### src/hw/eadl_map.vh
`ifndef EADL_MAP_VH
`define EADL_MAP_VH
// Functional notes
// - Area from address bits 28-26 only
// - Code 000 selects area 0 static memory
// - Area 0 width from two boot pins
// - Area 0 drives its select, read, write strobes
// - Area 0 three-bit wait field, 0-10 waits
// - Area 0 burst pitch 2 to 10 clocks
// - Area 1 internal only, never external
// - Area 2 width from two-bit size field
// - Area 2 select, strobes, 0-3 waits
// - Area 2 wait pin only for ordinary memory
// - SDRAM gets row, column, mask, muxed address
// - Area 3 select always, two-bit width field
// - Area 3 ordinary strobes, 0-3 waits
// - Area 4 ordinary only, select, width field
// - Area 4 0-10 waits plus wait pin
// - 16-bit device: even low lane, long split
// - 8-bit device: lowest lane, LSB first
// - No-wait access two clocks, start pulse
// - Reads full device width, writes strobe bytes

// Area code field inside the physical address
`define EADL_AREA_MSB 28
`define EADL_AREA_LSB 26
`define EADL_AREA0 3'h0
`define EADL_AREA1 3'h1
`define EADL_AREA2 3'h2
`define EADL_AREA3 3'h3
`define EADL_AREA4 3'h4

// Access size and device width encodings (00 is read as longword)
`define EADL_SZ_BYTE 2'h1
`define EADL_SZ_WORD 2'h2
`define EADL_SZ_LONG 2'h3

// Three-bit wait field decoded to wait cycles
`define EADL_WAIT3_0 4'h0
`define EADL_WAIT3_1 4'h1
`define EADL_WAIT3_2 4'h2
`define EADL_WAIT3_3 4'h3
`define EADL_WAIT3_4 4'h4
`define EADL_WAIT3_5 4'h6
`define EADL_WAIT3_6 4'h8
`define EADL_WAIT3_7 4'hA

// Burst beats cap their waits so the pitch stays within 10 clocks
`define EADL_BURST_WAIT_MAX 4'h8

// SDRAM control field positions
`define EADL_SDR_RCD_MSB 1
`define EADL_SDR_RCD_LSB 0
`define EADL_SDR_CL_MSB 3
`define EADL_SDR_CL_LSB 2

// Reset values
`define EADL_RST_DATA 32'h0000_0000
`define EADL_RST_ADDR 26'h000_0000
`define EADL_RST_LANES 4'hF
`endif

### src/hw/eadl_ctrl.v
`timescale 1ns/1ps
`include "eadl_map.vh"
// External area decoder and bus cycle sequencer
module eadl_ctrl #(
  parameter COL_BITS = 8
) (
  input wire clk,
  input wire sys_rst,
  input wire req_valid,
  input wire [31:0] req_addr,
  input wire req_write,
  input wire [1:0] req_size,
  input wire [31:0] req_wdata,
  output wire req_ready,
  output wire rsp_valid,
  output wire [31:0] rsp_rdata,
  output wire rsp_err,
  output wire periph_sel,
  input wire boot_width_pin_a,
  input wire boot_width_pin_b,
  input wire [2:0] area0_wait_count,
  input wire area0_burst_en,
  input wire area2_width_hi,
  input wire area2_width_lo,
  input wire area2_wait_count_hi,
  input wire area2_wait_count_lo,
  input wire area2_is_sdram,
  input wire area3_width_hi,
  input wire area3_width_lo,
  input wire area3_wait_count_hi,
  input wire area3_wait_count_lo,
  input wire area3_is_sdram,
  input wire area4_width_hi,
  input wire area4_width_lo,
  input wire [2:0] area4_wait_count,
  input wire [3:0] sdram_ctrl_reg,
  input wire ext_wait_n,
  input wire [31:0] data_in,
  output wire [31:0] data_out,
  output wire data_oe_n,
  output wire [25:0] ext_addr,
  output wire area0_select_n,
  output wire area2_select_n,
  output wire area3_select_n,
  output wire area4_select_n,
  output wire rd_n,
  output wire [3:0] byte_write_strobes_n,
  output wire bus_cycle_start_n,
  output wire row_strobe_upper_n,
  output wire row_strobe_lower_n,
  output wire col_strobe_upper_n,
  output wire col_strobe_lower_n,
  output wire rd_wr_n,
  output wire lane_mask_3,
  output wire lane_mask_2,
  output wire lane_mask_1,
  output wire lane_mask_0
);
  // One-hot sequencer states
  localparam ST_IDLE = 10'h001;
  localparam ST_SETUP = 10'h002;
  localparam ST_T1 = 10'h004;
  localparam ST_TW = 10'h008;
  localparam ST_T2 = 10'h010;
  localparam ST_SROW = 10'h020;
  localparam ST_SGAP = 10'h040;
  localparam ST_SLAT = 10'h080;
  localparam ST_FIN = 10'h100;
  localparam ST_SCOL = 10'h200; // SDRAM column command

  reg [9:0] state_ff, nxt_state; // Sequencer state
  reg ready_ff, nxt_ready; // Request port free
  reg rsp_ff, nxt_rsp; // Response pulse
  reg err_ff, nxt_err; // Unmapped area flag
  reg periph_ff, nxt_periph; // Internal area pulse
  reg [31:0] rdata_ff, nxt_rdata; // Assembled read data
  reg [25:0] acc_addr_ff, nxt_acc_addr; // Latched address
  reg acc_write_ff, nxt_acc_write; // Latched direction
  reg [1:0] acc_size_ff, nxt_acc_size; // Latched size
  reg [31:0] acc_wdata_ff, nxt_acc_wdata; // Latched write data
  reg [1:0] acc_width_ff, nxt_acc_width; // Device width
  reg [3:0] acc_area_ff, nxt_acc_area; // One-hot area 0,2,3,4
  reg [3:0] acc_wait_ff, nxt_acc_wait; // Software waits
  reg acc_xwait_ff, nxt_acc_xwait; // Wait pin honoured
  reg acc_burst_ff, nxt_acc_burst; // Burst beats
  reg acc_sdram_ff, nxt_acc_sdram; // SDRAM sequence
  reg [1:0] beat_ff, nxt_beat; // Current beat
  reg [3:0] cnt_ff, nxt_cnt; // Wait and delay counter
  reg cap1_ff, nxt_cap1; // Capture pipe stage 1
  reg cap2_ff, nxt_cap2; // Capture pipe stage 2
  reg [1:0] capb1_ff, nxt_capb1; // Beat of stage 1
  reg [1:0] capb2_ff, nxt_capb2; // Beat of stage 2
  reg [3:0] sel_ff, nxt_sel; // Chip selects, low active
  reg rd_ff, nxt_rd; // Read strobe, low active
  reg [3:0] we_ff, nxt_we; // Byte write strobes, low active
  reg bstart_ff, nxt_bstart; // Bus start, low active
  reg [25:0] addr_ff, nxt_addr; // Address pins
  reg [31:0] dout_ff, nxt_dout; // Data pins out
  reg oe_ff, nxt_oe; // Data enable, low drives
  reg ras_ff, nxt_ras; // Row strobe, low active
  reg cas_ff, nxt_cas; // Column strobe, low active
  reg rdwr_ff, nxt_rdwr; // SDRAM write when low
  reg [3:0] mask_ff, nxt_mask; // Lane masks, high masks
  // Pin synchronisers
  reg boot_a_s1_ff, boot_a_s2_ff;
  reg boot_b_s1_ff, boot_b_s2_ff;
  reg wait_s1_ff, wait_s2_ff;
  reg [31:0] din_s1_ff, din_s2_ff;

  reg [2:0] area_code; // Decoded area code
  reg [3:0] w0_dec, w4_dec; // Decoded three-bit waits
  wire [1:0] beat_sel; // Beat for the pins being set up
  wire [2:0] beat_count;
  wire [1:0] st_addr_lo;
  wire [3:0] st_lanes;
  wire [31:0] st_data;
  wire [31:0] rd_part;
  wire [3:0] beat_wait; // Waits for the next beat
  wire last_beat; // Current beat is final

  // Three-bit wait field decode
  function [3:0] wait3;
    input [2:0] f;
    begin
      case (f)
        3'h0: wait3 = `EADL_WAIT3_0;
        3'h1: wait3 = `EADL_WAIT3_1;
        3'h2: wait3 = `EADL_WAIT3_2;
        3'h3: wait3 = `EADL_WAIT3_3;
        3'h4: wait3 = `EADL_WAIT3_4;
        3'h5: wait3 = `EADL_WAIT3_5;
        3'h6: wait3 = `EADL_WAIT3_6;
        default: wait3 = `EADL_WAIT3_7;
      endcase
    end
  endfunction

  // Steering for pins set up now and for data coming back
  assign beat_sel = state_ff[4] ? beat_ff + 2'h1 : beat_ff;
  eadl_lane_steer u_steer (
    .dev_width(acc_width_ff),
    .acc_size(acc_size_ff),
    .addr_lo(acc_addr_ff[1:0]),
    .wr_beat(beat_sel),
    .wdata(acc_wdata_ff),
    .rd_beat(capb2_ff),
    .din(din_s2_ff),
    .beat_count(beat_count),
    .wr_addr_lo(st_addr_lo),
    .wr_lanes(st_lanes),
    .wr_lane_data(st_data),
    .rd_part(rd_part)
  );

  // Burst beats after the first cap waits, pitch 2..10 clocks
  assign beat_wait = (acc_burst_ff && beat_sel != 2'h0 &&
                      acc_wait_ff > `EADL_BURST_WAIT_MAX) ?
                     `EADL_BURST_WAIT_MAX : acc_wait_ff;
  assign last_beat = ({1'b0, beat_ff} + 3'h1) >= beat_count;

  // Next-state and pin logic
  always @* begin
    nxt_state = state_ff;
    nxt_ready = ready_ff;
    nxt_rsp = 1'b0;
    nxt_err = err_ff;
    nxt_periph = 1'b0;
    nxt_rdata = rdata_ff;
    nxt_acc_addr = acc_addr_ff;
    nxt_acc_write = acc_write_ff;
    nxt_acc_size = acc_size_ff;
    nxt_acc_wdata = acc_wdata_ff;
    nxt_acc_width = acc_width_ff;
    nxt_acc_area = acc_area_ff;
    nxt_acc_wait = acc_wait_ff;
    nxt_acc_xwait = acc_xwait_ff;
    nxt_acc_burst = acc_burst_ff;
    nxt_acc_sdram = acc_sdram_ff;
    nxt_beat = beat_ff;
    nxt_cnt = cnt_ff;
    nxt_sel = sel_ff;
    nxt_rd = rd_ff;
    nxt_we = we_ff;
    nxt_bstart = bstart_ff;
    nxt_addr = addr_ff;
    nxt_dout = dout_ff;
    nxt_oe = oe_ff;
    nxt_ras = ras_ff;
    nxt_cas = cas_ff;
    nxt_rdwr = rdwr_ff;
    nxt_mask = mask_ff;
    // Capture pipe matches the data synchroniser depth
    nxt_cap1 = 1'b0;
    nxt_capb1 = beat_ff;
    nxt_cap2 = cap1_ff;
    nxt_capb2 = capb1_ff;
    if (cap2_ff) begin
      nxt_rdata = rdata_ff | rd_part;
    end
    // Area code from bits 28-26, bits 31-29 ignored
    area_code = req_addr[`EADL_AREA_MSB:`EADL_AREA_LSB];
    w0_dec = wait3(area0_wait_count);
    w4_dec = wait3(area4_wait_count);
    case (state_ff)
      ST_IDLE: begin
        if (req_valid && ready_ff) begin
          nxt_acc_addr = req_addr[25:0];
          nxt_acc_write = req_write;
          nxt_acc_size = req_size;
          nxt_acc_wdata = req_wdata;
          nxt_rdata = `EADL_RST_DATA;
          nxt_beat = 2'h0;
          nxt_err = 1'b0;
          nxt_acc_burst = 1'b0;
          nxt_acc_sdram = 1'b0;
          nxt_acc_xwait = 1'b0;
          nxt_ready = 1'b0;
          nxt_state = ST_SETUP;
          case (area_code)
            `EADL_AREA0: begin
              nxt_acc_area = 4'h1;
              nxt_acc_width = {boot_b_s2_ff, boot_a_s2_ff};
              nxt_acc_wait = w0_dec;
              nxt_acc_burst = area0_burst_en;
            end
            `EADL_AREA1: begin
              // Internal registers only, no external cycle
              nxt_periph = 1'b1;
              nxt_rsp = 1'b1;
              nxt_ready = 1'b1;
              nxt_state = ST_IDLE;
            end
            `EADL_AREA2: begin
              nxt_acc_area = 4'h2;
              nxt_acc_sdram = area2_is_sdram;
              nxt_acc_width = area2_is_sdram ? `EADL_SZ_LONG :
                {area2_width_hi, area2_width_lo};
              nxt_acc_wait = {2'b00, area2_wait_count_hi,
                              area2_wait_count_lo};
              // Wait pin ignored with SDRAM attached
              nxt_acc_xwait = !area2_is_sdram &&
                (area2_wait_count_hi || area2_wait_count_lo);
            end
            `EADL_AREA3: begin
              nxt_acc_area = 4'h4;
              nxt_acc_sdram = area3_is_sdram;
              nxt_acc_width = area3_is_sdram ? `EADL_SZ_LONG :
                {area3_width_hi, area3_width_lo};
              nxt_acc_wait = {2'b00, area3_wait_count_hi,
                              area3_wait_count_lo};
              nxt_acc_xwait = !area3_is_sdram &&
                (area3_wait_count_hi || area3_wait_count_lo);
            end
            `EADL_AREA4: begin
              nxt_acc_area = 4'h8;
              nxt_acc_width = {area4_width_hi, area4_width_lo};
              nxt_acc_wait = w4_dec;
              nxt_acc_xwait = (w4_dec != 4'h0);
            end
            default: begin
              // Areas not handled here answer with an error
              nxt_err = 1'b1;
              nxt_rsp = 1'b1;
              nxt_ready = 1'b1;
              nxt_state = ST_IDLE;
            end
          endcase
        end
      end
      ST_SETUP: begin
        // Only the decoded area's select goes low
        nxt_sel = ~acc_area_ff;
        nxt_bstart = 1'b0;
        if (acc_sdram_ff) begin
          // Row phase with the upper address bits
          nxt_ras = 1'b0;
          nxt_addr = acc_addr_ff >> (COL_BITS + 2);
          nxt_state = ST_SROW;
        end else begin
          nxt_rd = acc_write_ff;
          nxt_we = acc_write_ff ? ~st_lanes : `EADL_RST_LANES;
          nxt_addr = {acc_addr_ff[25:2], st_addr_lo};
          nxt_dout = st_data;
          nxt_oe = ~acc_write_ff;
          nxt_cnt = beat_wait;
          nxt_state = ST_T1;
        end
      end
      ST_T1: begin
        // Start pulse lasts one clock
        nxt_bstart = 1'b1;
        nxt_state = (cnt_ff == 4'h0) ? ST_T2 : ST_TW;
      end
      ST_TW: begin
        // Wait pin sampled on the last software wait
        if (!(cnt_ff == 4'h1 && acc_xwait_ff && !wait_s2_ff)) begin
          nxt_cnt = cnt_ff - 4'h1;
          if (cnt_ff == 4'h1) begin
            nxt_state = ST_T2;
          end
        end
      end
      ST_T2: begin
        // Read data taken at the end of T2
        nxt_cap1 = ~acc_write_ff;
        if (last_beat) begin
          nxt_state = ST_FIN;
        end else begin
          // Next beat of a split access
          nxt_beat = beat_ff + 2'h1;
          nxt_bstart = acc_burst_ff;
          nxt_we = acc_write_ff ? ~st_lanes : `EADL_RST_LANES;
          nxt_addr = {acc_addr_ff[25:2], st_addr_lo};
          nxt_dout = st_data;
          nxt_cnt = beat_wait;
          nxt_state = ST_T1;
        end
      end
      ST_SROW: begin
        nxt_ras = 1'b1;
        nxt_bstart = 1'b1;
        nxt_cnt = {2'b00,
          sdram_ctrl_reg[`EADL_SDR_RCD_MSB:`EADL_SDR_RCD_LSB]};
        nxt_state = ST_SGAP;
      end
      ST_SGAP: begin
        if (cnt_ff == 4'h0) begin
          // Column phase with masks and direction
          nxt_cas = 1'b0;
          nxt_rdwr = ~acc_write_ff;
          nxt_addr = (acc_addr_ff >> 2) &
                     ((26'h000_0001 << COL_BITS) - 26'h000_0001);
          nxt_mask = acc_write_ff ? ~st_lanes : 4'h0;
          nxt_dout = st_data;
          nxt_oe = ~acc_write_ff;
          nxt_state = ST_SCOL;
        end else begin
          nxt_cnt = cnt_ff - 4'h1;
        end
      end
      ST_SCOL: begin
        nxt_cas = 1'b1;
        nxt_rdwr = 1'b1;
        nxt_cnt = {2'b00,
          sdram_ctrl_reg[`EADL_SDR_CL_MSB:`EADL_SDR_CL_LSB]};
        nxt_state = acc_write_ff ? ST_FIN : ST_SLAT;
      end
      ST_SLAT: begin
        // CAS latency before the read word is sampled
        if (cnt_ff == 4'h0) begin
          nxt_cap1 = 1'b1;
          nxt_state = ST_FIN;
        end else begin
          nxt_cnt = cnt_ff - 4'h1;
        end
      end
      ST_FIN: begin
        // Answer once every captured beat has merged
        if (!cap1_ff && !cap2_ff) begin
          nxt_rsp = 1'b1;
          nxt_ready = 1'b1;
          nxt_state = ST_IDLE;
        end
      end
      default: begin
        nxt_state = ST_IDLE;
        nxt_ready = 1'b1;
      end
    endcase
    // Pins released as the cycle ends
    if (nxt_state == ST_FIN && state_ff != ST_FIN) begin
      nxt_sel = `EADL_RST_LANES;
      nxt_rd = 1'b1;
      nxt_we = `EADL_RST_LANES;
      nxt_oe = 1'b1;
      nxt_bstart = 1'b1;
      nxt_mask = `EADL_RST_LANES;
    end
  end

  // Registers and pin synchronisers
  always @(posedge clk) begin
    boot_a_s1_ff <= boot_width_pin_a;
    boot_a_s2_ff <= boot_a_s1_ff;
    boot_b_s1_ff <= boot_width_pin_b;
    boot_b_s2_ff <= boot_b_s1_ff;
    wait_s1_ff <= ext_wait_n;
    wait_s2_ff <= wait_s1_ff;
    din_s1_ff <= data_in;
    din_s2_ff <= din_s1_ff;
    if (sys_rst) begin
      state_ff <= ST_IDLE;
      ready_ff <= 1'b1;
      rsp_ff <= 1'b0;
      err_ff <= 1'b0;
      periph_ff <= 1'b0;
      rdata_ff <= `EADL_RST_DATA;
      acc_addr_ff <= `EADL_RST_ADDR;
      acc_write_ff <= 1'b0;
      acc_size_ff <= `EADL_SZ_LONG;
      acc_wdata_ff <= `EADL_RST_DATA;
      acc_width_ff <= `EADL_SZ_LONG;
      acc_area_ff <= 4'h0;
      acc_wait_ff <= 4'h0;
      acc_xwait_ff <= 1'b0;
      acc_burst_ff <= 1'b0;
      acc_sdram_ff <= 1'b0;
      beat_ff <= 2'h0;
      cnt_ff <= 4'h0;
      cap1_ff <= 1'b0;
      cap2_ff <= 1'b0;
      capb1_ff <= 2'h0;
      capb2_ff <= 2'h0;
      sel_ff <= `EADL_RST_LANES;
      rd_ff <= 1'b1;
      we_ff <= `EADL_RST_LANES;
      bstart_ff <= 1'b1;
      addr_ff <= `EADL_RST_ADDR;
      dout_ff <= `EADL_RST_DATA;
      oe_ff <= 1'b1;
      ras_ff <= 1'b1;
      cas_ff <= 1'b1;
      rdwr_ff <= 1'b1;
      mask_ff <= `EADL_RST_LANES;
    end else begin
      state_ff <= nxt_state;
      ready_ff <= nxt_ready;
      rsp_ff <= nxt_rsp;
      err_ff <= nxt_err;
      periph_ff <= nxt_periph;
      rdata_ff <= nxt_rdata;
      acc_addr_ff <= nxt_acc_addr;
      acc_write_ff <= nxt_acc_write;
      acc_size_ff <= nxt_acc_size;
      acc_wdata_ff <= nxt_acc_wdata;
      acc_width_ff <= nxt_acc_width;
      acc_area_ff <= nxt_acc_area;
      acc_wait_ff <= nxt_acc_wait;
      acc_xwait_ff <= nxt_acc_xwait;
      acc_burst_ff <= nxt_acc_burst;
      acc_sdram_ff <= nxt_acc_sdram;
      beat_ff <= nxt_beat;
      cnt_ff <= nxt_cnt;
      cap1_ff <= nxt_cap1;
      cap2_ff <= nxt_cap2;
      capb1_ff <= nxt_capb1;
      capb2_ff <= nxt_capb2;
      sel_ff <= nxt_sel;
      rd_ff <= nxt_rd;
      we_ff <= nxt_we;
      bstart_ff <= nxt_bstart;
      addr_ff <= nxt_addr;
      dout_ff <= nxt_dout;
      oe_ff <= nxt_oe;
      ras_ff <= nxt_ras;
      cas_ff <= nxt_cas;
      rdwr_ff <= nxt_rdwr;
      mask_ff <= nxt_mask;
    end
  end

  // Outputs straight from registers
  assign req_ready = ready_ff;
  assign rsp_valid = rsp_ff;
  assign rsp_rdata = rdata_ff;
  assign rsp_err = err_ff;
  assign periph_sel = periph_ff;
  assign data_out = dout_ff;
  assign data_oe_n = oe_ff;
  assign ext_addr = addr_ff;
  assign area0_select_n = sel_ff[0];
  assign area2_select_n = sel_ff[1];
  assign area3_select_n = sel_ff[2];
  assign area4_select_n = sel_ff[3];
  assign rd_n = rd_ff;
  assign byte_write_strobes_n = we_ff;
  assign bus_cycle_start_n = bstart_ff;
  assign row_strobe_upper_n = ras_ff;
  assign row_strobe_lower_n = ras_ff;
  assign col_strobe_upper_n = cas_ff;
  assign col_strobe_lower_n = cas_ff;
  assign rd_wr_n = rdwr_ff;
  assign lane_mask_3 = mask_ff[3];
  assign lane_mask_2 = mask_ff[2];
  assign lane_mask_1 = mask_ff[1];
  assign lane_mask_0 = mask_ff[0];
endmodule // eadl_ctrl

### src/hw/eadl_lane_steer.v
`timescale 1ns/1ps
`include "eadl_map.vh"
// Little-endian lane steering for 8, 16 and 32-bit devices
module eadl_lane_steer (
  input wire [1:0] dev_width,
  input wire [1:0] acc_size,
  input wire [1:0] addr_lo,
  input wire [1:0] wr_beat,
  input wire [31:0] wdata,
  input wire [1:0] rd_beat,
  input wire [31:0] din,
  output reg [2:0] beat_count,
  output wire [1:0] wr_addr_lo,
  output wire [3:0] wr_lanes,
  output wire [31:0] wr_lane_data,
  output wire [31:0] rd_part
);
  reg [2:0] abytes; // Bytes in the access
  reg [2:0] step; // Bytes per beat
  reg [1:0] dmask; // Lane offset mask of the device
  reg [3:0] bmask; // Strobe pattern of one beat
  reg [31:0] vmask; // Data mask of one beat
  wire [2:0] w_ofs; // Byte offset of write beat in access
  wire [2:0] r_ofs; // Byte offset of read beat in access
  wire [1:0] w_lane; // Lane where write beat lands
  wire [1:0] r_lane; // Lane where read beat arrives

  // Sizes, beat count and per-beat masks
  always @* begin
    case (acc_size)
      `EADL_SZ_BYTE: abytes = 3'h1;
      `EADL_SZ_WORD: abytes = 3'h2;
      default: abytes = 3'h4;
    endcase
    case (dev_width)
      `EADL_SZ_BYTE: dmask = 2'h0;
      `EADL_SZ_WORD: dmask = 2'h1;
      default: dmask = 2'h3;
    endcase
    // Beat is the smaller of access and device width
    step = (abytes > ({1'b0, dmask} + 3'h1)) ?
           ({1'b0, dmask} + 3'h1) : abytes;
    // Low lanes of one beat strobed and kept
    bmask = (4'h1 << step) - 4'h1;
    vmask = {{8{bmask[3]}}, {8{bmask[2]}}, {8{bmask[1]}}, {8{bmask[0]}}};
    // Longword on 8-bit device four beats, on 16-bit two
    beat_count = abytes / step;
  end

  // Least significant part goes first
  assign w_ofs = {1'b0, wr_beat} * step;
  assign r_ofs = {1'b0, rd_beat} * step;
  assign wr_addr_lo = addr_lo + w_ofs[1:0];
  // Even bytes low lane, odd upper lane; 8-bit all on lane 0
  assign w_lane = wr_addr_lo & dmask;
  assign r_lane = (addr_lo + r_ofs[1:0]) & dmask;
  // Only the written bytes are strobed
  assign wr_lanes = bmask << w_lane;
  assign wr_lane_data = ((wdata >> {w_ofs, 3'b000}) & vmask)
                        << {w_lane, 3'b000};
  // Read beat realigned into the access word
  assign rd_part = ((din >> {r_lane, 3'b000}) & vmask) << {r_ofs, 3'b000};
endmodule // eadl_lane_steer

### config.mk
export PLATFORM = sky130hd
export DESIGN_NAME = eadl_ctrl
export DESIGN_NICKNAME = d
export VERILOG_FILES = /design/src/hw/eadl_ctrl.v /design/src/hw/eadl_lane_steer.v
export VERILOG_INCLUDE_DIRS = /design/src /design/src/hw
export SDC_FILE = /design/constraint.sdc
export NUM_CORES = 1
export LEC_CHECK = 0
export ABC_AREA = 0
export BUFFER_PORTS_ARGS = -buffer_cell sky130_fd_sc_hd__buf_2
export CAP_MARGIN = 10
export CORE_UTILIZATION = 60
export DETAILED_ROUTE_END_ITERATION = 6
export PLACE_DENSITY = 0.86
export SETUP_SLACK_MARGIN = 0.05
export SKIP_LAST_GASP = 1
export SYNTH_ARGS = -nofsm -noshare
export SYNTH_HDL_FRONTEND = slang
export SYNTH_SLANG_ARGS = --single-unit
export TNS_END_PERCENT = 10
### constraint.sdc
create_clock -name clk -period 13.6 [get_ports clk]
set_clock_uncertainty 0.15 [all_clocks]
set_input_delay 0 -clock clk [delete_from_list [all_inputs] [get_ports clk]]
set_output_delay 0 -clock clk [all_outputs]
set_load 0.05 [all_outputs]
* After elaboration in Yosys (flattened, before gate mapping)
Cells that the tools add are included.
** Operators by class
- Multiplexer cells :: 72
- Equality and inequality tests :: 41
- Bitwise operators :: 12
- Div/mod/pow operators :: 1
- Multipliers :: 2
- Reductions and logical operators :: 52
- Order comparisons :: 3
- Shift-type cells :: 6
- Add/sub/neg operators :: 7
** Operators with widths (number)
- $mux 32 :: 6
- $pmux 10 s10 :: 1
- $pmux 32 s3 :: 1
- $mux 26 :: 3
- $pmux 26 s3 :: 1
- $and 32x32->32 :: 2
- $mux 10 :: 6
- $pmux 4 s7 :: 2
- $mux 4 :: 9
- $or 32x32->32 :: 1
- $pmux 4 s4 :: 2
- $shl 32x5->32 :: 1
- $shl 32x6->32 :: 1
- $shr 32x5->32 :: 1
- $shr 32x6->32 :: 1
- $pmux 4 s6 :: 1
- $eq 3x3->1 const B :: 7
- $eq 10x9->1 const B :: 2
- $eq 3x2->1 const B :: 6
- $mux 9 :: 2
- $reduce_and 3->1 :: 6
- $ne 2x2->1 const B :: 8
- $mux 1 :: 14
- $pmux 1 s2 :: 7
- other kinds (54) :: 105
** Word-level totals
- Input port bits :: 128
- Register bits after elaboration :: 278
- Logic and storage cells :: 237
- Output and inout bits :: 114

* Logic depth before layout (Yosys ltp)
Gate-level depths: netlist (run 1).
- Depth in word-level cells :: 15
- Gate-level depth with buffers :: 31

* Modules after synthesis
From an unflattened synthesis (run 1), not the netlist that was laid out.
** Second synthesis, totals
- Cell total of the unflattened synthesis :: 1525
- Area total of the unflattened synthesis :: 13098.8 um^2
** Modules (own cells, without submodules)
- eadl_ctrl :: cells an instance 1084, times used 1, area each 9864.5 um^2
- eadl_lane_steer :: cells an instance 441, times used 1, area each 3234.4 um^2

* Worst setup path after synthesis (run 1)
Ideal clock, no wire load.
- Path type :: flip-flop to flip-flop
- Start point :: register acc_size_ff[0]
- End point :: register dout_ff[24] (netlist: data_out[24])
- Arrival time :: 5.769 ns
- Data required time :: 13.390 ns
- Path slack :: 7.621 ns
- Period minus slack after synthesis :: 5.979 ns
- Path buffers :: 3
- Stages on the path, launching flop included :: 28
- Cell sequence :: dfxtp_1 inv_1 ha_1 ha_1 or2_1 o31a_1 o221a_2 inv_2 buf_4 ha_1 a21oi_1 ha_1 a21oi_1 nor2b_1 mux2_2 ha_1 a21o_1 ha_1 nand2b_1 a211o_1 o211ai_1 and2_1 buf_4 nand2_1 or3_1 buf_2 nor4b_4 a221o_1
** On the way
- Longest elaborated chain between the ends :: 10
- Elaborated cells on any way between the ends :: 21
** RTL lines
- from (decl) :: line eadl_ctrl.v:79 : reg [1:0] acc_size_ff, nxt_acc_size;
- from (signal assigned) :: line eadl_ctrl.v:400 : acc_size_ff <= `EADL_SZ_LONG;
- from (signal assigned) :: line eadl_ctrl.v:434 : acc_size_ff <= nxt_acc_size;
- $eq 2x2->1 / $eq 2x1->1 (equally long branches) :: line eadl_lane_steer.v:30 : case (acc_size)
- $pmux 3 s2 * :: line eadl_lane_steer.v:30
- $gt 3x3->1 :: line eadl_lane_steer.v:41 : step = (abytes > ({1'b0, dmask} + 3'h1)) ?
- $mux 3 :: line eadl_lane_steer.v:41
- $mul 2x3->3 / $shl 1x3->4 (equally long branches) :: line eadl_lane_steer.v:51, eadl_lane_steer.v:44
- $shr 32x6->32, or another cell as far along :: line eadl_lane_steer.v:59 : assign wr_lane_data = ((wdata >> {w_ofs, 3'b000}) & vmask)
- $and 32x32->32 / $and 2x2->2 (equally long branches) :: line eadl_lane_steer.v:59, eadl_lane_steer.v:55
- $shl 32x5->32 :: line eadl_lane_steer.v:59
- $mux 32 (on tied branches) :: line eadl_ctrl.v:327, eadl_ctrl.v:274, eadl_ctrl.v:306
- $pmux 32 s3 :: line eadl_ctrl.v:204 : case (state_ff)
- to (signal assigned) :: line eadl_ctrl.v:419 : dout_ff <= `EADL_RST_DATA;
- to (signal assigned) :: line eadl_ctrl.v:453 : dout_ff <= nxt_dout;
- to (decl) :: line eadl_ctrl.v:98 : reg [31:0] dout_ff, nxt_dout;
Mark *: on every way between the ends. The rest lies on a longest branch, timed or not. The select of a mux whose other input is x is not followed.
A chain may end at the register's enable or synchronous reset.

* Worst setup path after layout (run 1)
- Start point :: register acc_width_ff[0]
- End point :: register dout_ff[25] (netlist: data_out[25])
** On the way
- Longest elaborated chain between the ends :: 11
- Elaborated cells on any way between the ends :: 22
** RTL lines
- from (decl) :: line eadl_ctrl.v:81 : reg [1:0] acc_width_ff, nxt_acc_width;
- from (signal assigned) :: line eadl_ctrl.v:402 : acc_width_ff <= `EADL_SZ_LONG;
- from (signal assigned) :: line eadl_ctrl.v:436 : acc_width_ff <= nxt_acc_width;
- $eq 2x2->1 / $eq 2x1->1 (equally long branches) :: line eadl_lane_steer.v:35 : case (dev_width)
- $pmux 2 s2 * :: line eadl_lane_steer.v:35
- $add 2x1->3 :: line eadl_lane_steer.v:41, eadl_lane_steer.v:42
- $gt 3x3->1 :: line eadl_lane_steer.v:41
- $mux 3 :: line eadl_lane_steer.v:41
- $mul 2x3->3 / $shl 1x3->4 (equally long branches) :: line eadl_lane_steer.v:51, eadl_lane_steer.v:44
- $shr 32x6->32, or another cell as far along :: line eadl_lane_steer.v:59
- $and 32x32->32 / $and 2x2->2 (equally long branches) :: line eadl_lane_steer.v:59, eadl_lane_steer.v:55
- $shl 32x5->32 :: line eadl_lane_steer.v:59
- $mux 32 (on tied branches) :: line eadl_ctrl.v:327, eadl_ctrl.v:274, eadl_ctrl.v:306
- $pmux 32 s3 :: line eadl_ctrl.v:204
Marks and branches as above.

==> results.yml, run 1 <==
synthesis:
  synth_seq_area_share: 0.448
  synth-edff-count: 0
  syn_nets: 1584
  avgSynthCellArea_um2: 8.69
  synth_top_area_share: 0.448
  synth_area_leaders: "dfxtp_1, nand2_1, a21oi_1, nor2_1, mux2_2"
  synth.distinct_cells: 84
  synth_area_um2: 12400
  synthTopCellsByCount: "dfxtp_1, nand2_1, a21oi_1, nor2_1, clkbuf_1"
  syn_inst: 1431
  synth-seq-cells: 278
  ys.flop_type: "dfxtp_1"
  synth_largest_area_cell: "dfxtp_1"
  synth.most_common_cell: "dfxtp_1"
  yosysWarnings: 0
  async_flop_share: 0
floorplanning:
  num_io_pins: 242
  placementRows: 52
  core_um2: 20300
  dieWidth_um: 146
  start_util: 0.613
  fp.dieH_um: 146
  die-area_um2: 21300
global_route:
  grt_pass1_vias: 13000
  grt_use_met3: 0.0749
  gr-max-usage-layer: "met2"
  grt_usage: 0.415
  met2_usage: 0.700
  gr-total-overflow: 0
  grt_max_degree: 107
  grt.met1_usage: 0.495
  grt_pass1_wl_um: 70400
  antenna_found_initial: 2
sta:
  maxSlewViolCount: 0
  setup_viol: 0
  relSlewSlack: 0.163
  period_needed_ps: 7760
  timing.fmax_mhz: 129
  worst_pin_slew_ps: 1220
  rsz0062_at_grt: "no"
  tns_ps: 0
  hold_viol: 0
  worst_hold_slack_ps: 49.8
  finalCritPeriodShare: 0.571
  fin_ws_ps: 5840
finish:
  nets: 1957
  layout-drive-gt1-share: 0.198
  syn_to_final_growth_pct: 32.6
  fillers: 1234
worst_setup_path:
  cp-endpoint: "data_out[25]$_SDFFE_PP0P_"
  r2r_cells: 27
  r2r_slack_ps: 5840
  r2r-end: "data_out[25]$_SDFFE_PP0P_"
  crit_start: "acc_width_ff[0]$_SDFFE_PP1P_"
  timing.rr.start: "acc_width_ff[0]$_SDFFE_PP1P_"
  arrival_ps: 8100
  required_ps: 13940
  critPathLaunchType: "flop"
  worst_setup_path_end_kind: "flop"
  cp_max_fo: 14
  critPathKind: "reg2reg"
job:
  cap_violations: 0
clock_tree:
  numCtsBuffers: 27
  clk_pin_slew_ps: 70
  clockBufferDepth: 3
  clock-sinks: 278
  root_buffer: "clkbuf_16"
  cts_tree: "done"
  clock_latency_ps: 560
  h-tree-depth: 1
detailed_routing:
  wl_um: 45200
  antenna_left: 0
  drtIter0Drc: 1660
  vias: 13400
  drcViolationCount: 0
  wire_per_inst_um: 21.6
  viasPerCell: 6.41
  drt-pass1-iter-count: 7
placement:
  place_congestion: 0.970
  pre_cts_ws_ps: 6150
  port_buffers: 238
  dp_hpwl_um: 24400
hold_path:
  worstHoldPathType: "in2reg"
pwr:
  p_leak_uw: 0.00701
  p_per_area_nw_per_um2: 136
  ir_drop_uv: 144
outcome:
  status: "finished clean"
## power by group
part	total [µW]	leakage, µW	internal (µW)	switching [µW]
clock network	791	0.000451	450	342
registers	883	0.00228	850	33.4
logic	561	0.00428	219	342
## critical path, cell delays in order (launching register included)
cell and delay (ps):
dfxtp_1 350, inv_1 50, ha_1 650, inv_1 140, ha_1 440, or2_1 140
o31a_1 230, o221a_2 420, inv_2 180, ha_1 230, a21oi_1 120, a21oi_1 90
ha_1 340, a21oi_1 70, nor2b_1 230, mux2i_1 230, ha_1 250, a21o_1 150
a21o_1 170, ha_1 260, nand2b_1 140, a211o_1 310, o211ai_1 280, and2_1 240
nand2_1 310, or3_1 630, nor3_2 590, a221o_1 280
## flip-flops by register name (all words and copies together), names as in the netlist, 2 cells and up
| register | cells |
|---|---|
| acc_size_ff | 2 |
| din_s2_ff | 32 |
| sel_ff | 4 |
| state_ff | 10 |
| acc_addr_ff | 26 |
| capb2_ff | 2 |
| rsp_rdata | 32 |
| capb1_ff | 2 |
| byte_write_strobes_n | 4 |
| acc_wdata_ff | 32 |
| data_out | 32 |
| ext_addr | 26 |
| cnt_ff | 4 |
| acc_area_ff | 4 |
| beat_ff | 2 |
| mask_ff | 4 |
| acc_width_ff | 2 |
| acc_wait_ff | 4 |
| din_s1_ff | 32 |
## final cells by class
| type | instances | area (µm²) | area share |
|---|---|---|---|
| well taps | 270 | 338 | 0.0205 |
| inverters | 29 | 109 | 0.00660 |
| clock buffers | 34 | 752 | 0.0456 |
| diodes | 2 | 5.00 | 0.000303 |
| flip-flops and latches | 278 | 5570 | 0.337 |
| clock inverters | 13 | 164 | 0.00994 |
| repair buffers | 433 | 3120 | 0.189 |
| multi-input cells | 1035 | 6440 | 0.390 |
## through the flow
stage	util	total power, µW	instances	cell area, µm²
2_1_floorplan	-	1240	1431	12400
3_3_place_gp	0.676	1360	1860	13700
3_5_place_dp	0.676	1370	1860	13700
4_1_cts	0.812	2180	2092	16500
5_1_grt	0.812	2300	2094	16500
6_report	0.812	2240	2094	16500
## routing by layer
metal	part of all wire	wire length [µm]
met5	0	0
met4	0.069	3130
met3	0.10	4510
met2	0.47	21400
met1	0.36	16100
## repair_timing
action,in CTS,in global routing
hold buffers,185,0
hold endpoints to repair,132,0
setup buffers,0,0
gates resized for setup,0,0
## cells in the final DEF (no fill, tap or decap), types with 15 or more instances in the layout
cell             n
a211o_1         18
a211oi_1        30
a21o_1          15
a21oi_1        138
a22oi_1         24
buf_2          237
clkbuf_16       27
dfxtp_1        278
dlygate4sd3_1  185
ha_1            25
inv_1           28
mux2_2          32
mux2i_1         27
nand2_1        245
nand3_1         43
nand4_1         15
nor2_1         106
nor2b_1         24
nor3_1          24
o21ai_0         53
## cell families (layout without fill, tap and decap cells)
kind of cell / count (synthesis) / after routing / share of synthesized area
adders and majority gates: 25 / 25 / 0.0252
buffers and inverters: 118 / 509 / 0.0384
xor gates and xnor gates: 12 / 12 / 0.0131
muxes: 65 / 65 / 0.0616
other: 0 / 2 / 0
and+or+nand+nor: 534 / 534 / 0.202
AOI/OAI and AO/OA: 399 / 399 / 0.212
DFF: 278 / 278 / 0.448
## how the worst min path moves through the flow
stage,endpoint,slack [ps],startpoint,depth (start not counted)
finish,acc_size_ff[0]$_SDFFE_PP1P_,50,req_size[0],3
global route,acc_size_ff[0]$_SDFFE_PP1P_,70,req_size[0],3
CTS,acc_size_ff[0]$_SDFFE_PP1P_,30,req_size[0],3
detailed placement,din_s1_ff[10]$_DFF_P_,-50,data_in[10],1
global placement,din_s1_ff[29]$_DFF_P_,-50,data_in[29],1
floorplan,boot_a_s1_ff$_DFF_P_,-120,boot_width_pin_a,0
(Power assumes the default switching activity.)
==> inputs of run 2 (changes only) <==
--- a/config.mk
+++ b/config.mk
@@ -9,9 +9,9 @@
 export ABC_AREA = 0
 export BUFFER_PORTS_ARGS = -buffer_cell sky130_fd_sc_hd__buf_2
 export CAP_MARGIN = 10
-export CORE_UTILIZATION = 60
+export CORE_UTILIZATION = 55
 export DETAILED_ROUTE_END_ITERATION = 6
-export PLACE_DENSITY = 0.86
+export PLACE_DENSITY = 0.8
 export SETUP_SLACK_MARGIN = 0.05
 export SKIP_LAST_GASP = 1
 export SYNTH_ARGS = -nofsm -noshare
==> constraint.sdc (replaced) <==
create_clock -name clk -period 7.3 [get_ports clk]
set_clock_uncertainty 0.15 [all_clocks]
set_input_delay 0 -clock clk [delete_from_list [all_inputs] [get_ports clk]]
set_output_delay 0 -clock clk [all_outputs]
set_load 0.05 [all_outputs]
==> run 2 against run 1 <==
- the flow now finishes with violations (design-rule violations)
- fmax up 13%
- critical path depth down 1
- wire length down 3.6%
- highest routed layer unchanged
==> results.yml, run 2 (synthesis results as in run 1) <==
floorplanning:
  die-area_um2: 23200
  start_util: 0.565
  fp.dieH_um: 152
  num_io_pins: 242
  core_um2: 22000
  dieWidth_um: 152
  placementRows: 54
worst_setup_path:
  critPathLaunchType: "flop"
  critPathKind: "reg2reg"
  arrival_ps: 7210
  crit_path_top_delay_cell: "or3_1"
  r2r_slack_ps: 440
  cp_max_fo: 14
  crit_top_cell: "ha_1"
  r2r_cells: 26
  required_ps: 7640
  r2r-end: "data_out[29]$_SDFFE_PP0P_"
  slowest_delay_ps: 530
  crit_buf_inv: 3
  path_delay_family: "adder cells"
  worst_setup_path_end_kind: "flop"
  timing.rr.start: "acc_size_ff[0]$_SDFFE_PP1P_"
detailed_routing:
  drcViolationCount: 22
  vias: 13100
  wire_per_inst_um: 20.4
  wl_um: 43500
  drtIter0Drc: 1304
  drt-pass1-iter-count: 7
  antenna_left: 0
  viasPerCell: 6.14
sta:
  rsz0062_at_grt: "no"
  tns_ps: 0
  setup_viol: 0
  worst_pin_slew_ps: 1130
  relSlewSlack: 0.223
  timing.fmax_mhz: 146
  hold_viol: 0
  maxSlewViolCount: 0
  period_needed_ps: 6860
  finalCritPeriodShare: 0.940
hold_path:
  worstHoldPathType: "in2reg"
  min_to: "acc_width_ff[0]$_SDFFE_PP1P_"
  hold_depth: 6
  hold_path.startpoint: "area4_width_lo"
finish:
  layout-drive-gt1-share: 0.198
  syn_to_final_growth_pct: 35.0
  fillers: 1418
  regArea_um2: 5570
  layout_common_cells: "dfxtp_1, nand2_1, buf_2"
  nets: 1984
  multi_input_area_um2: 6440
  final_common_cell: "dfxtp_1"
pwr:
  p_per_area_nw_per_um2: 252
  finalPower_uw: 4240
  ir_drop_uv: 196
  p_leak_uw: 0.00717
clock_tree:
  h-tree-depth: 1
  clock-sinks: 278
  clk_pin_slew_ps: 60
  cts_tree: "done"
  clockBufferDepth: 3
  clock_latency_ps: 560
  root_buffer: "clkbuf_16"
  numCtsBuffers: 29
placement:
  port_buffers: 238
  place_congestion: 0.950
  dp_hpwl_um: 25200
global_route:
  gr-max-usage-layer: "met2"
  grt_use_met3: 0.0512
  grt.met1_usage: 0.444
  grt_usage: 0.364
  met2_usage: 0.626
  grt_pass1_vias: 12400
  grt_max_degree: 77
  gr-total-overflow: 0
  grt_pass1_wl_um: 67400
  antenna_found_initial: 1
outcome:
  status: "complete, but fails checks"
  failed_checks: "design-rule violations"
job:
  cap_violations: 0
## run 2: timing repair
item | CTS | global route
endpoints found under the setup margin | 0 | 8
resized for setup | 0 | 1
hold buffers | 203 | 0
hold endpoints to repair | 146 | 0
buffers inserted | 0 | 1
## run 2: area by class of cell
type	count	area share
multi-input cells	1035	0.384
flip-flops and latches	278	0.331
repair buffers	458	0.200
clock buffers	40	0.0469
well taps	280	0.0209
clock inverters	12	0.0108
inverters	29	0.00648
diodes	1	0.000149
## run 2: worst max path at each step
stage,from,to,depth (start not counted),slack [ps]
6_report,acc_size_ff[0]$_SDFFE_PP1P_,data_out[29]$_SDFFE_PP0P_,26,440
5_1_grt,acc_size_ff[0]$_SDFFE_PP1P_,data_out[19]$_SDFFE_PP0P_,27,60
3_5_place_dp,acc_size_ff[0]$_SDFFE_PP1P_,data_out[24]$_SDFFE_PP0P_,25,380
2_1_floorplan,acc_size_ff[0]$_SDFFE_PP1P_,data_out[24]$_SDFFE_PP0P_,27,1320
3_3_place_gp,acc_size_ff[0]$_SDFFE_PP1P_,data_out[29]$_SDFFE_PP0P_,25,650
4_1_cts,acc_size_ff[0]$_SDFFE_PP1P_,data_out[24]$_SDFFE_PP0P_,25,370
## run 2: tightest hold or removal path, delay by kind of cell
family | cells | cell delay [ps]
compound gates | 4 | 600
buf+inv | 1 | 80
simple gates | 1 | 40
## run 2: routing by layer
metal | up-vias | wire length [µm] | part of all wire
met4 | 0 | 2170 | 0.050
met3 | 179 | 3780 | 0.087
li1 | 5941 | - | -
met1 | 6123 | 16700 | 0.38
met2 | 857 | 20900 | 0.48
met5 | - | 0 | 0
## run 2: where the power goes
part           switching (µW)  internal, µW  leakage, µW
Clock                     639           899     0.000474
Sequential               60.0          1580      0.00228
Combinational             635           420      0.00441
Total                    1330          2900      0.00717
## run 2: metrics by stage
step | hold WS, ps | instance area [µm²] | setup WS, ps | std cells | util
detailed placement | -46.4 | 13800 | 381 | 1876 | 0.625
floorplan | -122 | 12400 | 1320 | 1431 | -
CTS | 43.0 | 16800 | 372 | 2131 | 0.762
global route | 88.8 | 16800 | 56.1 | 2133 | 0.762
global placement | -48.1 | 13800 | 653 | 1876 | 0.625
finish | 55.2 | 16800 | 438 | 2133 | 0.762
==> inputs of run 3 (changes only) <==
--- a/config.mk
+++ b/config.mk
@@ -9,12 +9,13 @@
 export ABC_AREA = 0
 export BUFFER_PORTS_ARGS = -buffer_cell sky130_fd_sc_hd__buf_2
 export CAP_MARGIN = 10
-export CORE_UTILIZATION = 55
+export CORE_UTILIZATION = 56
 export DETAILED_ROUTE_END_ITERATION = 6
 export PLACE_DENSITY = 0.8
 export SETUP_SLACK_MARGIN = 0.05
 export SKIP_LAST_GASP = 1
 export SYNTH_ARGS = -nofsm -noshare
 export SYNTH_HDL_FRONTEND = slang
+export SYNTH_HIERARCHICAL = 1
 export SYNTH_SLANG_ARGS = --single-unit
 export TNS_END_PERCENT = 10
==> run 3 against run 2 <==
- the flow still finishes with violations (design-rule violations)
- power is 6.4% lower
- register-to-register slack better by 360 ps
- die area is 3.4% higher
- sequential cell count stayed put
- sequential share of layout area hardly changed
- via count is 1.5% higher
- sequential power hardly changed
- design area hardly changed
- cell count is 2.4% higher
- worst hold slack better by 37 ps
==> results.yml, run 3 <==
sta:
  worst_pin_slew_ps: 1240
  relSlewSlack: 0.169
  timing.fmax_mhz: 154
  finalCritPeriodShare: 0.891
  hold_viol: 0
  period_needed_ps: 6500
  maxSlewViolCount: 0
  rsz0062_at_grt: "no"
  setup_viol: 0
  tns_ps: 0
floorplanning:
  dieWidth_um: 155
  fp.dieH_um: 155
  start_util: 0.575
  die-area_um2: 24000
  num_io_pins: 242
  placementRows: 55
  core_um2: 22800
global_route:
  grt_pass1_vias: 12700
  grt_usage: 0.349
  gr-total-overflow: 0
  grt_pass1_wl_um: 67100
  grt_max_degree: 99
  antenna_found_initial: 1
synthesis:
  syn_nets: 1676
  synth_top_area_share: 0.425
  avgSynthCellArea_um2: 8.59
  synth_area_leaders: "dfxtp_1, a21oi_1, nand2_1, mux2i_1, nand3_1"
  synth_largest_area_cell: "dfxtp_1"
  yosysWarnings: 6
  syn_inst: 1525
  synthTopCellsByCount: "dfxtp_1, nand2_1, a21oi_1, nor2_1, nand3_1"
  async_flop_share: 0
  synth_seq_area_share: 0.425
  ys.flop_type: "dfxtp_1"
  synth_area_um2: 13100
  synth.most_common_cell: "dfxtp_1"
  synth-seq-cells: 278
  synth-edff-count: 0
  synth.distinct_cells: 85
worst_setup_path:
  required_ps: 7600
  critPathKind: "reg2reg"
  critPathLaunchType: "flop"
  cp_max_fo: 75
  crit_path_top_delay_cell: "buf_4"
  slowest_delay_ps: 630
  arrival_ps: 6800
  crit_buf_inv: 5
  path_delay_family: "compound AO/OA/AOI/OAI gates"
  worst_setup_path_end_kind: "flop"
  crit_top_cell: "ha_1"
pwr:
  pwr-share-comb: 0.243
  ir_drop_uv: 238
  p_leak_uw: 0.00691
  switchingPower_uw: 1240
  internal_power_uw: 2730
  p_per_area_nw_per_um2: 236
  switching_share: 0.312
  finalPower_uw: 3960
  p_clk_frac: 0.343
  seqPwrFrac: 0.414
clock_tree:
  clock_latency_ps: 540
  clockBufferDepth: 3
  cts_resized: 0
  postCtsSetupBuffers: 0
  numCtsBuffers: 27
  clock-sinks: 278
  h-tree-depth: 1
  clk_pin_slew_ps: 60
  root_buffer: "clkbuf_16"
  cts_tree: "done"
detailed_routing:
  drtIter0Drc: 1342
  wire_per_inst_um: 19.7
  antenna_left: 0
  viasPerCell: 6.09
  drt-pass1-iter-count: 7
  drcViolationCount: 2
  wl_um: 43000
  vias: 13300
hold_path:
  worstHoldPathType: "in2reg"
job:
  cap_violations: 0
outcome:
  status: "complete, but fails checks"
  failed_checks: "design-rule violations"
finish:
  syn_to_final_growth_pct: 28.2
  layout_common_cells: "dfxtp_1, buf_2, nand2_1"
  nets: 2001
  final_common_cell: "dfxtp_1"
  layout-drive-gt1-share: 0.192
placement:
  port_buffers: 238
  dp_hpwl_um: 25600
  place_congestion: 0.920
## run 3: changes by cell type in the layout (fill, tap and decap cells not counted), moves of 17 or more
cell,previous run,this run
a21oi_1,138,187
dlygate4sd3_1,203,167
a22oi_1,24,4
a211oi_1,30,9
mux2_2,32,5
mux2i_1,27,51
nand3_1,43,75
nand2_1,245,206
o21ai_0,53,70
## run 3: metrics by stage
step / instances / setup WS, ps / cell area (µm²) / utilization / hold WS (ps)
floorplan: 1525 / 1750 / 13100 / - / -122
global placement: 1966 / 1110 / 14300 / 0.626 / -47.3
detailed placement: 1966 / 952 / 14300 / 0.626 / -46.4
CTS: 2182 / 905 / 16800 / 0.737 / 91.6
global route: 2183 / 357 / 16800 / 0.737 / 110
finish: 2184 / 795 / 16800 / 0.737 / 92.2
## run 3: area by class of cell
type	count	area, µm²
diodes	1	2.50
clock inverters	5	31.3
inverters	29	109
fillers	1648	5980
repair buffers	422	2990
well taps	313	392
flip-flops and latches	278	5570
multi-input cells	1092	6870
clock buffers	44	830
## run 3: per-layer routing
metal  global-route usage  wire (µm)  vias to the layer above
met2                0.588      20300                      752
met4                0.158       1840                        2
li1                     -          -                     6153
met3               0.0677       3560                      160
met5                    0         13                        -
met1                0.432      17300                     6232
## run 3: tightest hold or removal path: cells and delay by family
kind	cells	cell delay [ps]
buffers and inverters	2	630
AND/OR/NAND/NOR	2	110
## run 3: final timing paths
| path | depth (start not counted) | end | slack, ps | from |
|---|---|---|---|---|
| max | 25 | data_out[30]$_SDFFE_PP0P_ | 800 | acc_width_ff[0]$_SDFFE_PP1P_ |
| max reg2reg | 25 | data_out[30]$_SDFFE_PP0P_ | 800 | acc_width_ff[0]$_SDFFE_PP1P_ |
| min | 4 | acc_size_ff[1]$_SDFFE_PP1P_ | 90 | req_size[1] |
| min reg2reg | 0 | din_s2_ff[30]$_DFF_P_ | 170 | din_s1_ff[30]$_DFF_P_ |
## run 3: power groups by stage
| stage | logic (µW) | registers, µW | clock network (µW) |
|---|---|---|---|
| after global placement | 827 | 1670 | 0 |
| after CTS | 921 | 1640 | 1360 |
| after detailed placement | 842 | 1670 | 0 |
| after floorplan | 615 | 1670 | 0 |
| final | 965 | 1640 | 1360 |
| after global routing | 1040 | 1650 | 1440 |
## run 3: what timing repair did
item	4_1_cts	5_1_grt
setup endpoints to repair	0	0
hold buffers	167	0
hold endpoints to repair	130	0
## run 3: cell families (layout without fill, tap and decap cells)
logic type	Yosys count	after routing	share of synthesized area
xor gates and xnor gates	17	17	0.0119
muxes	68	68	0.0639
adders and majority gates	23	23	0.0220
and+or+nand+nor	554	554	0.213
AOI/OAI and AO/OA	430	430	0.210
DFF	278	278	0.425
buffers and inverters	155	500	0.0537
other	0	1	0
